==> src/rtl/vref_pkg.sv <==
// Constants, field layout and gain encodings for the voltage reference control block.
// Assumes a single 200 MHz system clock and an 8-bit register port.
package vref_pkg;

  // Clock period and the times that are turned into cycle counts.
  localparam int CLK_PERIOD_NS = 5;
  localparam int BUF_SETTLE_NS = 30000;
  localparam int BUF_SETTLE_CYC = (BUF_SETTLE_NS + CLK_PERIOD_NS - 1) / CLK_PERIOD_NS;
  localparam int REF_SETTLE_NS = 20000;
  localparam int REF_SETTLE_CYC = (REF_SETTLE_NS + CLK_PERIOD_NS - 1) / CLK_PERIOD_NS;

  // Register map.
  localparam int ADDR_W = 4;
  localparam int DATA_W = 8;
  localparam logic [ADDR_W-1:0] CTRL_OFS = 4'h0;
  localparam logic [ADDR_W-1:0] STAT_OFS = 4'h1;
  localparam logic [DATA_W-1:0] CTRL_RESET = 8'h00;
  localparam logic [DATA_W-1:0] READ_IDLE = 8'h00;

  // Control register fields.
  localparam int BIT_EN = 7;
  localparam int BIT_RDY = 6;
  localparam int BIT_TS_EN = 5;
  localparam int BIT_TS_RNG = 4;
  localparam int CMP_LSB = 2;
  localparam int CONV_LSB = 0;
  localparam int GAIN_W = 2;

  // Status register fields.
  localparam int STAT_CONV_BUF = 0;
  localparam int STAT_CMP_BUF = 1;
  localparam int STAT_DEMAND = 2;
  localparam int STAT_OSC_KEEP = 3;

  // Clock and brown-out settings that make other units need the reference.
  localparam logic [2:0] OSC_SEL_INTERNAL = 3'h4;
  localparam logic [2:0] FREQ_SEL_IDLE_HI = 3'h0;
  localparam logic [1:0] BOR_ALWAYS = 2'h3;
  localparam logic [1:0] BOR_NO_SLEEP = 2'h2;
  localparam logic [1:0] BOR_SOFTWARE = 2'h1;

  // Gain stage settings, shared by the converter and the comparator/DAC path.
  typedef enum logic [GAIN_W-1:0] {
    GAIN_OFF = 2'h0,
    GAIN_1X = 2'h1,
    GAIN_2X = 2'h2,
    GAIN_4X = 2'h3
  } gain_e;

  // A gain stage whose field is not off drives its buffer output.
  function automatic logic gain_active(input gain_e g);
    return g != GAIN_OFF;
  endfunction

endpackage

==> src/rtl/settle_if.sv <==
// Start and done pair between the control logic and one settle timer.
// Assumes both ends sit on the same clock.
`timescale 1ns/1ps
interface settle_if;
  logic run;
  logic done;
  modport ctrl (output run, input done);
  modport timer (input run, output done);
endinterface

==> src/rtl/settle_timer.sv <==
// Settle timer: done rises CYCLES edges after run rises and drops once run is low.
// Assumes run is a registered level from the same clock domain.
`timescale 1ns/1ps
module settle_timer
  #(parameter int CYCLES = 4)
  (input wire logic i_clk,
   input wire logic i_nrst,
   settle_if.timer sif);

  localparam int CW = $clog2(CYCLES + 1);
  localparam logic [CW-1:0] LAST = CW'(CYCLES - 1);

  logic [CW-1:0] count;

  // Counting stops at the last value so a long run never wraps back to not ready.
  always_ff @(posedge i_clk or negedge i_nrst)
  begin
    if (!i_nrst)
    begin
      count <= '0;
      sif.done <= 1'b0;
    end
    else if (!sif.run)
    begin
      count <= '0;
      sif.done <= 1'b0;
    end
    else if (!sif.done)
    begin
      if (count == LAST)
        sif.done <= 1'b1;
      else
        count <= count + 1'b1;
    end
  end
endmodule // settle_timer

==> src/rtl/reference_demand.sv <==
// Works out when other units need the fixed reference and the fast oscillator.
// Assumes all inputs are synchronous configuration levels from the same clock.
`timescale 1ns/1ps
module reference_demand
  import vref_pkg::*;
  #(parameter logic [1:0] SW_CLK_64M_SEL = 2'h1)
  (input wire logic i_clk,
   input wire logic i_nrst,
   input wire logic [2:0] i_osc_src_sel,
   input wire logic [3:0] i_internal_freq_sel,
   input wire logic i_sleep,
   input wire logic [1:0] i_brownout_mode,
   input wire logic i_brownout_fast_start,
   input wire logic i_regulator_power_mode,
   input wire logic i_std_variant,
   input wire logic [1:0] i_switch_ctrl_clock_sel,
   output logic o_demand,
   output logic o_osc_keep);

  logic osc_demand;
  logic bor_demand;
  logic ldo_demand;
  logic next_keep;
  logic next_demand;

  // Each source of demand is decoded on its own wire so the terms stay visible.
  assign osc_demand = (i_osc_src_sel == OSC_SEL_INTERNAL) &&
                      (i_internal_freq_sel[3:1] != FREQ_SEL_IDLE_HI) && !i_sleep;
  assign bor_demand = (i_brownout_mode == BOR_ALWAYS) ||
                      (((i_brownout_mode == BOR_NO_SLEEP) ||
                        (i_brownout_mode == BOR_SOFTWARE)) && i_brownout_fast_start);
  // In sleep the low-power regulator takes over, so it stops asking.
  assign ldo_demand = i_std_variant && i_regulator_power_mode && !i_sleep;
  assign next_keep = (i_switch_ctrl_clock_sel == SW_CLK_64M_SEL);
  assign next_demand = osc_demand || bor_demand || ldo_demand || next_keep;

  // Registered so that the top outputs come straight from flip-flops.
  always_ff @(posedge i_clk or negedge i_nrst)
  begin
    if (!i_nrst)
    begin
      o_demand <= 1'b0;
      o_osc_keep <= 1'b0;
    end
    else
    begin
      o_demand <= next_demand;
      o_osc_keep <= next_keep;
    end
  end
endmodule // reference_demand

==> src/rtl/voltage_reference_control.sv <==
// Control and status register for the fixed voltage reference and thermal sense.
// Assumes a one-cycle strobe register port and synchronous configuration inputs.
//
// Overview of operation
// - Enable bit seven switches reference on/off.
// - Ready sets only after reference settles.
// - Ready reads zero when off; read-only.
// - Ready reset value depends on device variant; code resets it to zero, standard variant sets it two edges after reset.
// - Standard-voltage variant always reads ready as one.
// - Bits 3-2 set comparator/DAC gain or off.
// - Bits 1-0 set converter gain or off.
// - Both gain stages configured independently.
// - Bit five enables thermal sense.
// - Bit four selects thermal sense high range.
// - Writable fields reset to zero on every reset.
// - Internal fast oscillator running awake needs reference.
// - Brown-out modes with fast start need reference.
// - Regulator in power mode awake needs reference, standard variant only.
// - Fast switch-controller clock keeps oscillator in sleep.
`timescale 1ns/1ps
module voltage_reference_control
  import vref_pkg::*;
  #(parameter int REF_SETTLE_CYCLES = REF_SETTLE_CYC,
    parameter int BUF_SETTLE_CYCLES = BUF_SETTLE_CYC,
    parameter logic [1:0] SW_CLK_64M_SEL = 2'h1)
  (input wire logic i_clk,
   input wire logic i_nrst,
   input wire logic [ADDR_W-1:0] i_addr,
   input wire logic [DATA_W-1:0] i_wdata,
   input wire logic i_wr,
   input wire logic i_rd,
   input wire logic i_std_variant,
   input wire logic [2:0] i_osc_src_sel,
   input wire logic [3:0] i_internal_freq_sel,
   input wire logic i_sleep,
   input wire logic [1:0] i_brownout_mode,
   input wire logic i_brownout_fast_start,
   input wire logic i_regulator_power_mode,
   input wire logic [1:0] i_switch_ctrl_clock_sel,
   output logic [DATA_W-1:0] o_rdata,
   output logic o_reference_enable,
   output logic o_reference_ready,
   output logic o_ref_on,
   output logic o_thermal_sense_enable,
   output logic o_thermal_sense_range,
   output gain_e o_cmp_dac_gain_sel,
   output gain_e o_converter_gain_sel,
   output logic o_conv_buf_ready,
   output logic o_cmp_buf_ready,
   output logic o_ref_demand,
   output logic o_osc_keep_awake);

  logic ctrl_wr;
  logic ctrl_rd;
  logic stat_rd;
  logic variant_q;
  logic [DATA_W-1:0] ctrl_image;
  logic [DATA_W-1:0] stat_image;
  logic [DATA_W-1:0] next_rdata;
  logic next_ready;

  settle_if ref_sif ();
  settle_if conv_sif ();
  settle_if cmp_sif ();

  // Address decode; every access hits the register port in one cycle, no waits.
  assign ctrl_wr = i_wr && (i_addr == CTRL_OFS);
  assign ctrl_rd = i_rd && (i_addr == CTRL_OFS);
  assign stat_rd = i_rd && (i_addr == STAT_OFS);

  // Control fields take the write data; the ready bit position is not stored.
  always_ff @(posedge i_clk or negedge i_nrst)
  begin
    if (!i_nrst)
    begin
      o_reference_enable <= CTRL_RESET[BIT_EN];
      o_thermal_sense_enable <= CTRL_RESET[BIT_TS_EN];
      o_thermal_sense_range <= CTRL_RESET[BIT_TS_RNG];
      o_cmp_dac_gain_sel <= gain_e'(CTRL_RESET[CMP_LSB +: GAIN_W]);
      o_converter_gain_sel <= gain_e'(CTRL_RESET[CONV_LSB +: GAIN_W]);
    end
    else if (ctrl_wr)
    begin
      o_reference_enable <= i_wdata[BIT_EN];
      o_thermal_sense_enable <= i_wdata[BIT_TS_EN];
      o_thermal_sense_range <= i_wdata[BIT_TS_RNG];
      o_cmp_dac_gain_sel <= gain_e'(i_wdata[CMP_LSB +: GAIN_W]);
      o_converter_gain_sel <= gain_e'(i_wdata[CONV_LSB +: GAIN_W]);
    end
  end

  // The variant strap is caught by the clock after reset, never by the reset itself.
  always_ff @(posedge i_clk or negedge i_nrst)
  begin
    if (!i_nrst)
      variant_q <= 1'b0;
    else
      variant_q <= i_std_variant;
  end

  // Reference settle timer runs while the enable bit is set.
  assign ref_sif.run = o_reference_enable;

  settle_timer #(.CYCLES(REF_SETTLE_CYCLES)) u_ref_timer (
    .i_clk(i_clk),
    .i_nrst(i_nrst),
    .sif(ref_sif)
  );

  // Each gain stage gets its own buffer timer, so one path never delays the other.
  assign conv_sif.run = gain_active(o_converter_gain_sel);
  assign cmp_sif.run = gain_active(o_cmp_dac_gain_sel);

  settle_timer #(.CYCLES(BUF_SETTLE_CYCLES)) u_conv_timer (
    .i_clk(i_clk),
    .i_nrst(i_nrst),
    .sif(conv_sif)
  );

  settle_timer #(.CYCLES(BUF_SETTLE_CYCLES)) u_cmp_timer (
    .i_clk(i_clk),
    .i_nrst(i_nrst),
    .sif(cmp_sif)
  );

  // Buffer ready is only a hint; software still owns the buffer wait.
  assign o_conv_buf_ready = conv_sif.done;
  assign o_cmp_buf_ready = cmp_sif.done;

  reference_demand #(.SW_CLK_64M_SEL(SW_CLK_64M_SEL)) u_demand (
    .i_clk(i_clk),
    .i_nrst(i_nrst),
    .i_osc_src_sel(i_osc_src_sel),
    .i_internal_freq_sel(i_internal_freq_sel),
    .i_sleep(i_sleep),
    .i_brownout_mode(i_brownout_mode),
    .i_brownout_fast_start(i_brownout_fast_start),
    .i_regulator_power_mode(i_regulator_power_mode),
    .i_std_variant(i_std_variant),
    .i_switch_ctrl_clock_sel(i_switch_ctrl_clock_sel),
    .o_demand(o_ref_demand),
    .o_osc_keep(o_osc_keep_awake)
  );

  // Ready follows the settle timer, or is forced high on the standard variant.
  // It depends on the stored enable, so it falls one edge after the enable bit clears.
  assign next_ready = variant_q || (o_reference_enable && ref_sif.done);

  // The reference runs for software or for any unit that needs it.
  always_ff @(posedge i_clk or negedge i_nrst)
  begin
    if (!i_nrst)
    begin
      o_reference_ready <= 1'b0;
      o_ref_on <= 1'b0;
    end
    else
    begin
      o_reference_ready <= next_ready;
      o_ref_on <= o_reference_enable || o_ref_demand;
    end
  end

  // Read images; unused status bits and unmapped addresses read as zero.
  assign ctrl_image = {o_reference_enable, o_reference_ready, o_thermal_sense_enable,
                       o_thermal_sense_range, o_cmp_dac_gain_sel, o_converter_gain_sel};
  always_comb
  begin
    stat_image = READ_IDLE;
    stat_image[STAT_CONV_BUF] = o_conv_buf_ready;
    stat_image[STAT_CMP_BUF] = o_cmp_buf_ready;
    stat_image[STAT_DEMAND] = o_ref_demand;
    stat_image[STAT_OSC_KEEP] = o_osc_keep_awake;
  end
  assign next_rdata = ctrl_rd ? ctrl_image : (stat_rd ? stat_image : READ_IDLE);

  // Read data stands only in the cycle after the strobe.
  always_ff @(posedge i_clk or negedge i_nrst)
  begin
    if (!i_nrst)
      o_rdata <= READ_IDLE;
    else
      o_rdata <= next_rdata;
  end

  // Helper logic for the checks below: enable age and the first cycle after reset.
  localparam int AGE_W = $clog2(REF_SETTLE_CYCLES + 3);
  localparam logic [AGE_W-1:0] AGE_FULL = AGE_W'(REF_SETTLE_CYCLES + 1);

  logic [AGE_W-1:0] en_age;
  logic after_rst;

  // Ready may only rise once the enable has stood for the full settle time.
  always_ff @(posedge i_clk or negedge i_nrst)
  begin
    if (!i_nrst)
      en_age <= '0;
    else if (!o_reference_enable)
      en_age <= '0;
    else if (en_age != AGE_FULL)
      en_age <= en_age + 1'b1;
  end

  // Marks the first edge after reset, where the cleared fields are checked.
  always_ff @(posedge i_clk or negedge i_nrst)
  begin
    if (!i_nrst)
      after_rst <= 1'b1;
    else
      after_rst <= 1'b0;
  end

  // Converter buffer age, counted apart from its timer so the end point is checked.
  localparam int BUF_AGE_W = $clog2(BUF_SETTLE_CYCLES + 2);
  localparam logic [BUF_AGE_W-1:0] BUF_AGE_FULL = BUF_AGE_W'(BUF_SETTLE_CYCLES);

  logic [BUF_AGE_W-1:0] conv_age;

  always_ff @(posedge i_clk or negedge i_nrst)
  begin
    if (!i_nrst)
      conv_age <= '0;
    else if (!gain_active(o_converter_gain_sel))
      conv_age <= '0;
    else if (conv_age != BUF_AGE_FULL)
      conv_age <= conv_age + 1'b1;
  end
endmodule // voltage_reference_control

==> config.mk <==
export PLATFORM = sky130hd
export DESIGN_NAME = voltage_reference_control
export DESIGN_NICKNAME = d
export VERILOG_FILES = /design/src/rtl/vref_pkg.sv /design/src/rtl/settle_if.sv /design/src/rtl/settle_timer.sv /design/src/rtl/reference_demand.sv /design/src/rtl/voltage_reference_control.sv
export SDC_FILE = /design/constraint.sdc
export NUM_CORES = 1
export LEC_CHECK = 0
export BUFFER_PORTS_ARGS = -buffer_cell sky130_fd_sc_hd__buf_2
export CAP_MARGIN = 20
export CORE_UTILIZATION = 45
export CTS_CLUSTER_DIAMETER = 80
export DETAILED_ROUTE_END_ITERATION = 16
export GPL_TIMING_DRIVEN = 0
export PLACE_DENSITY_LB_ADDON = 0.2
export SKIP_LAST_GASP = 1
export SLEW_MARGIN = 40
export SYNTH_ARGS = -nofsm -noshare
export SYNTH_HDL_FRONTEND = slang
export SYNTH_HIERARCHICAL = 1
export SYNTH_SLANG_ARGS = --single-unit
==> constraint.sdc <==
create_clock -name i_clk -period 2.2 [get_ports i_clk]
set_clock_uncertainty 0.05 [all_clocks]
set_input_delay 0.44 -clock i_clk [delete_from_list [all_inputs] [get_ports i_clk]]
set_output_delay 0.44 -clock i_clk [all_outputs]
set_load 0.01 [all_outputs]
# Yosys cells after proc, flatten, opt, wreduce, memory -nomap -nowiden

Cells that the tools add are included.

Add/subtract/negate cells: 3
Eq/ne operators: 15
Multiplexer cells: 20
Reduce and logical (&&, ||, !) cells: 24

Operators with widths:

| cell                                           | number |
|---|---|
| 2-to-1 mux 13 bit                              | 6 |
| 2-to-1 mux 12 bit                              | 3 |
| adder 13 x 1 -> 13 bit (second input constant) | 2 |
| == test 13 bit (second input constant)         | 2 |
| adder 12 x 1 -> 12 bit (second input constant) | 1 |
| == test 12 bit (second input constant)         | 1 |
| != test 2 bit (second input constant)          | 6 |
| logical AND 1 bit                              | 9 |
| 2-to-1 mux 1 bit                               | 9 |
| 2-to-1 mux 8 bit                               | 1 |
| logical OR 1 bit                               | 7 |
| AND reduction 2 bit                            | 3 |
| == test 2 x 1 -> 1 bit (second input constant) | 2 |
| == test 2 bit (second input constant)          | 2 |
| == test 4 x 1 -> 1 bit (second input constant) | 1 |
| zero test 4 bit                                | 1 |
| 2-to-1 mux 4 bit                               | 1 |
| nonzero test 2 bit                             | 2 |
| == test 3 bit (second input constant)          | 1 |
| nonzero test 3 bit                             | 1 |
| zero test 1 bit                                | 1 |

Bits in registers: 61
Input port bits: 31
Logic and storage cells: 79

# Depth between registers and ports, before layout

Depth in word-level cells: 7
Depth in mapped cells: 5
Depth with buffers taken out: 5

# By module

Netlist, hierarchy kept.

By module, submodules not included:

| module                      | times used | cells an instance | area an instance (um^2) |
|---|---|---|---|
| settle_timer (u_cmp_timer)  | 1          | 78                | 788.3 |
| settle_timer (u_ref_timer)  | 1          | 74                | 734.5 |
| settle_timer (u_conv_timer) | 1          | 69                | 726.9 |
| voltage_reference_control   | 1          | 42                | 670.6 |
| reference_demand            | 1          | 10                | 106.4 |

# Worst setup path after synthesis

Ideal clock, no wire load.

Path kind: register to register
Start: reg u_ref_timer.count[0]
End: reg u_ref_timer.count[0]
Setup time: 131 ps
Arrival time: 1380 ps
Slack: 639 ps
Stages on the path, launching flop included: 5
Period minus slack after synthesis: 1561 ps
Cell sequence: dfrtp_1 > ha_1 > and4_1 > and4_1 > or3_1

Cells in the longest elaborated chain, start to end: 4

Ends and longest elaborated chain:

| what                   | line               | source |
|---|---|---|
| start, declared        | settle_timer.sv:13 | `logic [CW-1:0] count;` |
| start signal, assigned | settle_timer.sv:33 | `count <= count + 1'b1;` |
| adder 12 x 1 -> 12 bit | settle_timer.sv:33 |  |
| 2-to-1 mux 12 bit      | settle_timer.sv:30 | `if (count == LAST)` |
| 2-to-1 mux 12 bit      | settle_timer.sv:28 | `else if (!sif.done)` |
| 2-to-1 mux 12 bit      | settle_timer.sv:23 | `else if (!sif.run)` |

Parallel ways exist; a longest one is shown, timed or not. The select of a mux whose other input is x is not followed.
A chain may end at the register's enable or synchronous reset.

# Worst setup path after layout

Start: reg u_conv_timer.count[0]
End: reg u_conv_timer.count[0]

Cells in the longest elaborated chain, start to end: 4

Ends and longest elaborated chain:

| what                   | line |
|---|---|
| start, declared        | settle_timer.sv:13 |
| start signal, assigned | settle_timer.sv:33 |
| adder 13 x 1 -> 13 bit | settle_timer.sv:33 |
| 2-to-1 mux 13 bit      | settle_timer.sv:30 |
| 2-to-1 mux 13 bit      | settle_timer.sv:28 |
| 2-to-1 mux 13 bit      | settle_timer.sv:23 |

Parallel ways exist; a longest one is shown, timed or not. The select of a mux whose other input is x is not followed.

==> results.tsv <==
stage	metric	value	unit
global_route	grt-ovfl-total	0	
status	violated_checks	design-rule violations	
logic_synthesis	netlist.top_cell.by_area	dfrtp_1	
cts	cts_tree	done	
cts	cts_made_buffers	9	
power	ir_drop	384.7	uV
cts	hold_buffers	0	
cells_and_area	num_antenna_cells	0	
cts	post_cts_resized	0	
cells_and_area	drive_above_1_share	27.81	%
logic_synthesis	synth-warning-count	6	
cells_and_area	final_core_utilization	56.15	%
setup_path	timing.critical_path.arrival	1.87	ns
floorplanning	chipWidth	84.01	um
sta	max_slew_margin	63.10	%
cells_and_area	layout_common_cells	61 x dfrtp_1, 49 x buf_2, 24 x nand2_1, 13 x nand2b_1, 12 x a21oi_1	
floorplanning	initial_utilization	47.13	%
status	status	finished, violations left	
cts	ctsHtreeMaxLevel	3	
global_route	antenna_found_initial	0	
cts	tritoncts_num_sinks	61	
cells_and_area	layout-area-overhead-vs-synth	19.14	%
global_route	via_count_of_the_first_global_routing_pass	2218	
cells_and_area	layout.filler_cells	560	
cells_and_area	layout_commonest_cell	dfrtp_1	
logic_synthesis	synthFlopType	dfrtp_1	
sta	fin_tns_setup	0	ns
sta	post-route-period-util	77.26	%
setup_path	critical_path.endpoint_type	register	
power	cellPowerDensity	815.7	nW/um2
logic_synthesis	synth-seq-area-share	50.43	%
sta	finalHoldViolations	0	
sta	hold-worst-slack	0.02082	ns
floorplanning	die_area	7058	um2
place	finalWeightedCongestion	0.8000	
detailed_routing	dr.pass1.iters	10	
logic_synthesis	synth.lib_cells_used.distinct	56	
cts	cts_buffer_depth	2	
floorplanning	top_level_ports	52	
sta	final-setup-viol-count	0	
logic_synthesis	average_cell_area_after_synthesis	11.09	um2
cts	clkTransAtPathRegs	0.06	ns
detailed_routing	avgViaCountPerCell	5.752	
detailed_routing	dr_total_vias	2387	
logic_synthesis	yosys.area.top_type_share	50.43	%
cts	worst_skew_pair.late_latency	0.33	ns
logic_synthesis	mappedNetlistNets	308	
detailed_routing	postRouteAntennaNets	0	
global_route	grt_start_max_net_pins	62	
setup_path	crit_fanout	6	
sta	setup_repair_after_global_routing_missed_its_margin	false	
cts	clk_root_buffer_cell	clkbuf_8	
setup_path	timing_worst_setup_path_type	register to register	
power	power.static_leakage	0.001687	uW
global_route	grt_first_pass_wirelength	10.42	mm
detailed_routing	routed_wire_length_per_instance	14.90	um
place	detailed_place_hpwl	4.308	mm
detailed_routing	detail_route.iter0.violations	149	
hold_path	hp-class	input port to async pin	
sta	drv_slew	0	
run	max_cap_violations	0	
logic_synthesis	synth_area_leaders	dfrtp_1 50%, mux2i_1 3.0%, nand2_1 3.0%, nand2b_1 2.7%, mux2_2 2.6%	
place	place_ws	0.5182	ns
sta	post-route-worst-setup-slack	0.5003	ns
detailed_routing	drt_wl_total	6.184	mm
sta	min_period	1.700	ns
setup_path	critical_path_required	2.37	ns
logic_synthesis	yosys_register_bits	61	
detailed_routing	post-route-drc-count	2	
place	numPortBuffers	49	
sta	maxClockFrequency	0.5883	GHz
cts	buffers_inserted_by_post_cts_timing_repair	0	
cells_and_area	design.final.nets	368	
logic_synthesis	netlist_instances	273	
logic_synthesis	asyncSetResetFlopFracSynth	100.0	%
floorplanning	core_region_area	6422	um2
global_route	track_usage	18.68	%
floorplanning	rows	29	
floorplanning	floorplan.die.height	84.01	um
setup_path	worstSetupStartpointType	register	
logic_synthesis	synthesis.area	3027	um2
sta	worst_slew_pin_slew	0.5536	ns
logic_synthesis	synth-edff-count	0	
[synthesized netlist by cell type, types with 6 or more instances]
cell / number
dfrtp_1: 61
nand2_1: 24
nand2b_1: 13
a21oi_1: 12
o21ai_0: 10
and2_1: 9
mux2i_1: 9
nand4_1: 8
nor4_1: 8
mux2_2: 7
or3_1: 7
and3_2: 6
inv_1: 6
nand3_1: 6
[flip-flops by register name (all words and copies together) (netlist names)]
name,flops
u_demand/o_osc_keep,1
u_conv_timer/count,13
u_conv_timer/sif.done,1
o_thermal_sense_range,1
u_ref_timer/count,12
u_cmp_timer/count,13
o_converter_gain_sel,2
u_demand/o_demand,1
o_ref_on,1
u_cmp_timer/sif.done,1
u_ref_timer/sif.done,1
o_thermal_sense_enable,1
o_reference_enable,1
o_reference_ready,1
variant_q,1
o_rdata,8
o_cmp_dac_gain_sel,2
[metrics by stage]
step | std cells | total power (uW) | cell area [um2]
2_1_floorplan | 273 | 1652 | 3027
3_3_place_gp | 399 | 1826 | 3368
3_5_place_dp | 399 | 1844 | 3371
4_1_cts | 415 | 2978 | 3596
5_1_grt | 415 | 3100 | 3606
6_report | 415 | 2941 | 3606
[routing by layer]
| layer | track usage [%] | routed length [um] |
|---|---|---|
| met5 | 0 | 0 |
| met4 | 6.426 | 70 |
| met3 | 5.737 | 243 |
| met2 | 31.15 | 3046 |
| met1 | 22.96 | 2823 |
[critical path, cell delays in order, from the launching register on]
cell and delay (ns):
dfrtp_1 0.43, ha_1 0.26, and3_1 0.24, a41oi_2 0.34, xor2_1 0.11, and2_1 0.16
[where the power goes]
group	total [uW]	leakage [uW]	switching, uW	internal [uW]
clock network	1120	0.000116	422	697
registers	1360	0.000819	127	1230
logic	464	0.000752	261	203
[kinds of logic (layout without fill, tap and decap cells)]
kind of cell               Yosys count  after routing  share of synthesized area (%)
adders and majority gates            4              4                          1.654
AOI/OAI and AO/OA                   54             54                          12.65
buffers and inverters                9             74                          1.157
DFF                                 61             61                          50.43
and+or+nand+nor                    122            122                          26.50
muxes                               16             16                          5.581
xor gates and xnor gates             7              7                          2.026
[layout make-up]
type                       instances  area [um2]  area share [%]
sequential                        61        1526           42.33
tap                               77       96.34           2.672
inverter                           6       22.52          0.6246
multi-input combinational        203        1471           40.80
timing repair buffer              49       251.5           6.974
clock buffer                      12       155.1           4.303
clock inverter                     4       70.07           1.943
buffer                             3       12.51          0.3470
[path summary, 6_finish.rpt]
path	from	to	slack (ns)	cells past startpoint
setup / recovery	u_conv_timer/count[0]$_DFFE_PN0P_	u_conv_timer/count[0]$_DFFE_PN0P_	0.50	5
hold / removal	i_nrst	u_conv_timer/count[6]$_DFFE_PN0P_	0.02	1
setup reg to reg	u_conv_timer/count[0]$_DFFE_PN0P_	u_conv_timer/count[0]$_DFFE_PN0P_	0.50	5
hold reg to reg	variant_q$_DFF_PN0_	o_reference_ready$_DFF_PN0_	0.38	1
max in group asynchronous	i_nrst	u_ref_timer/count[7]$_DFFE_PN0P_	1.68	1
min in group i_clk	i_std_variant	variant_q$_DFF_PN0_	0.17	1
Note: power is estimated with default switching activity, not from simulation.
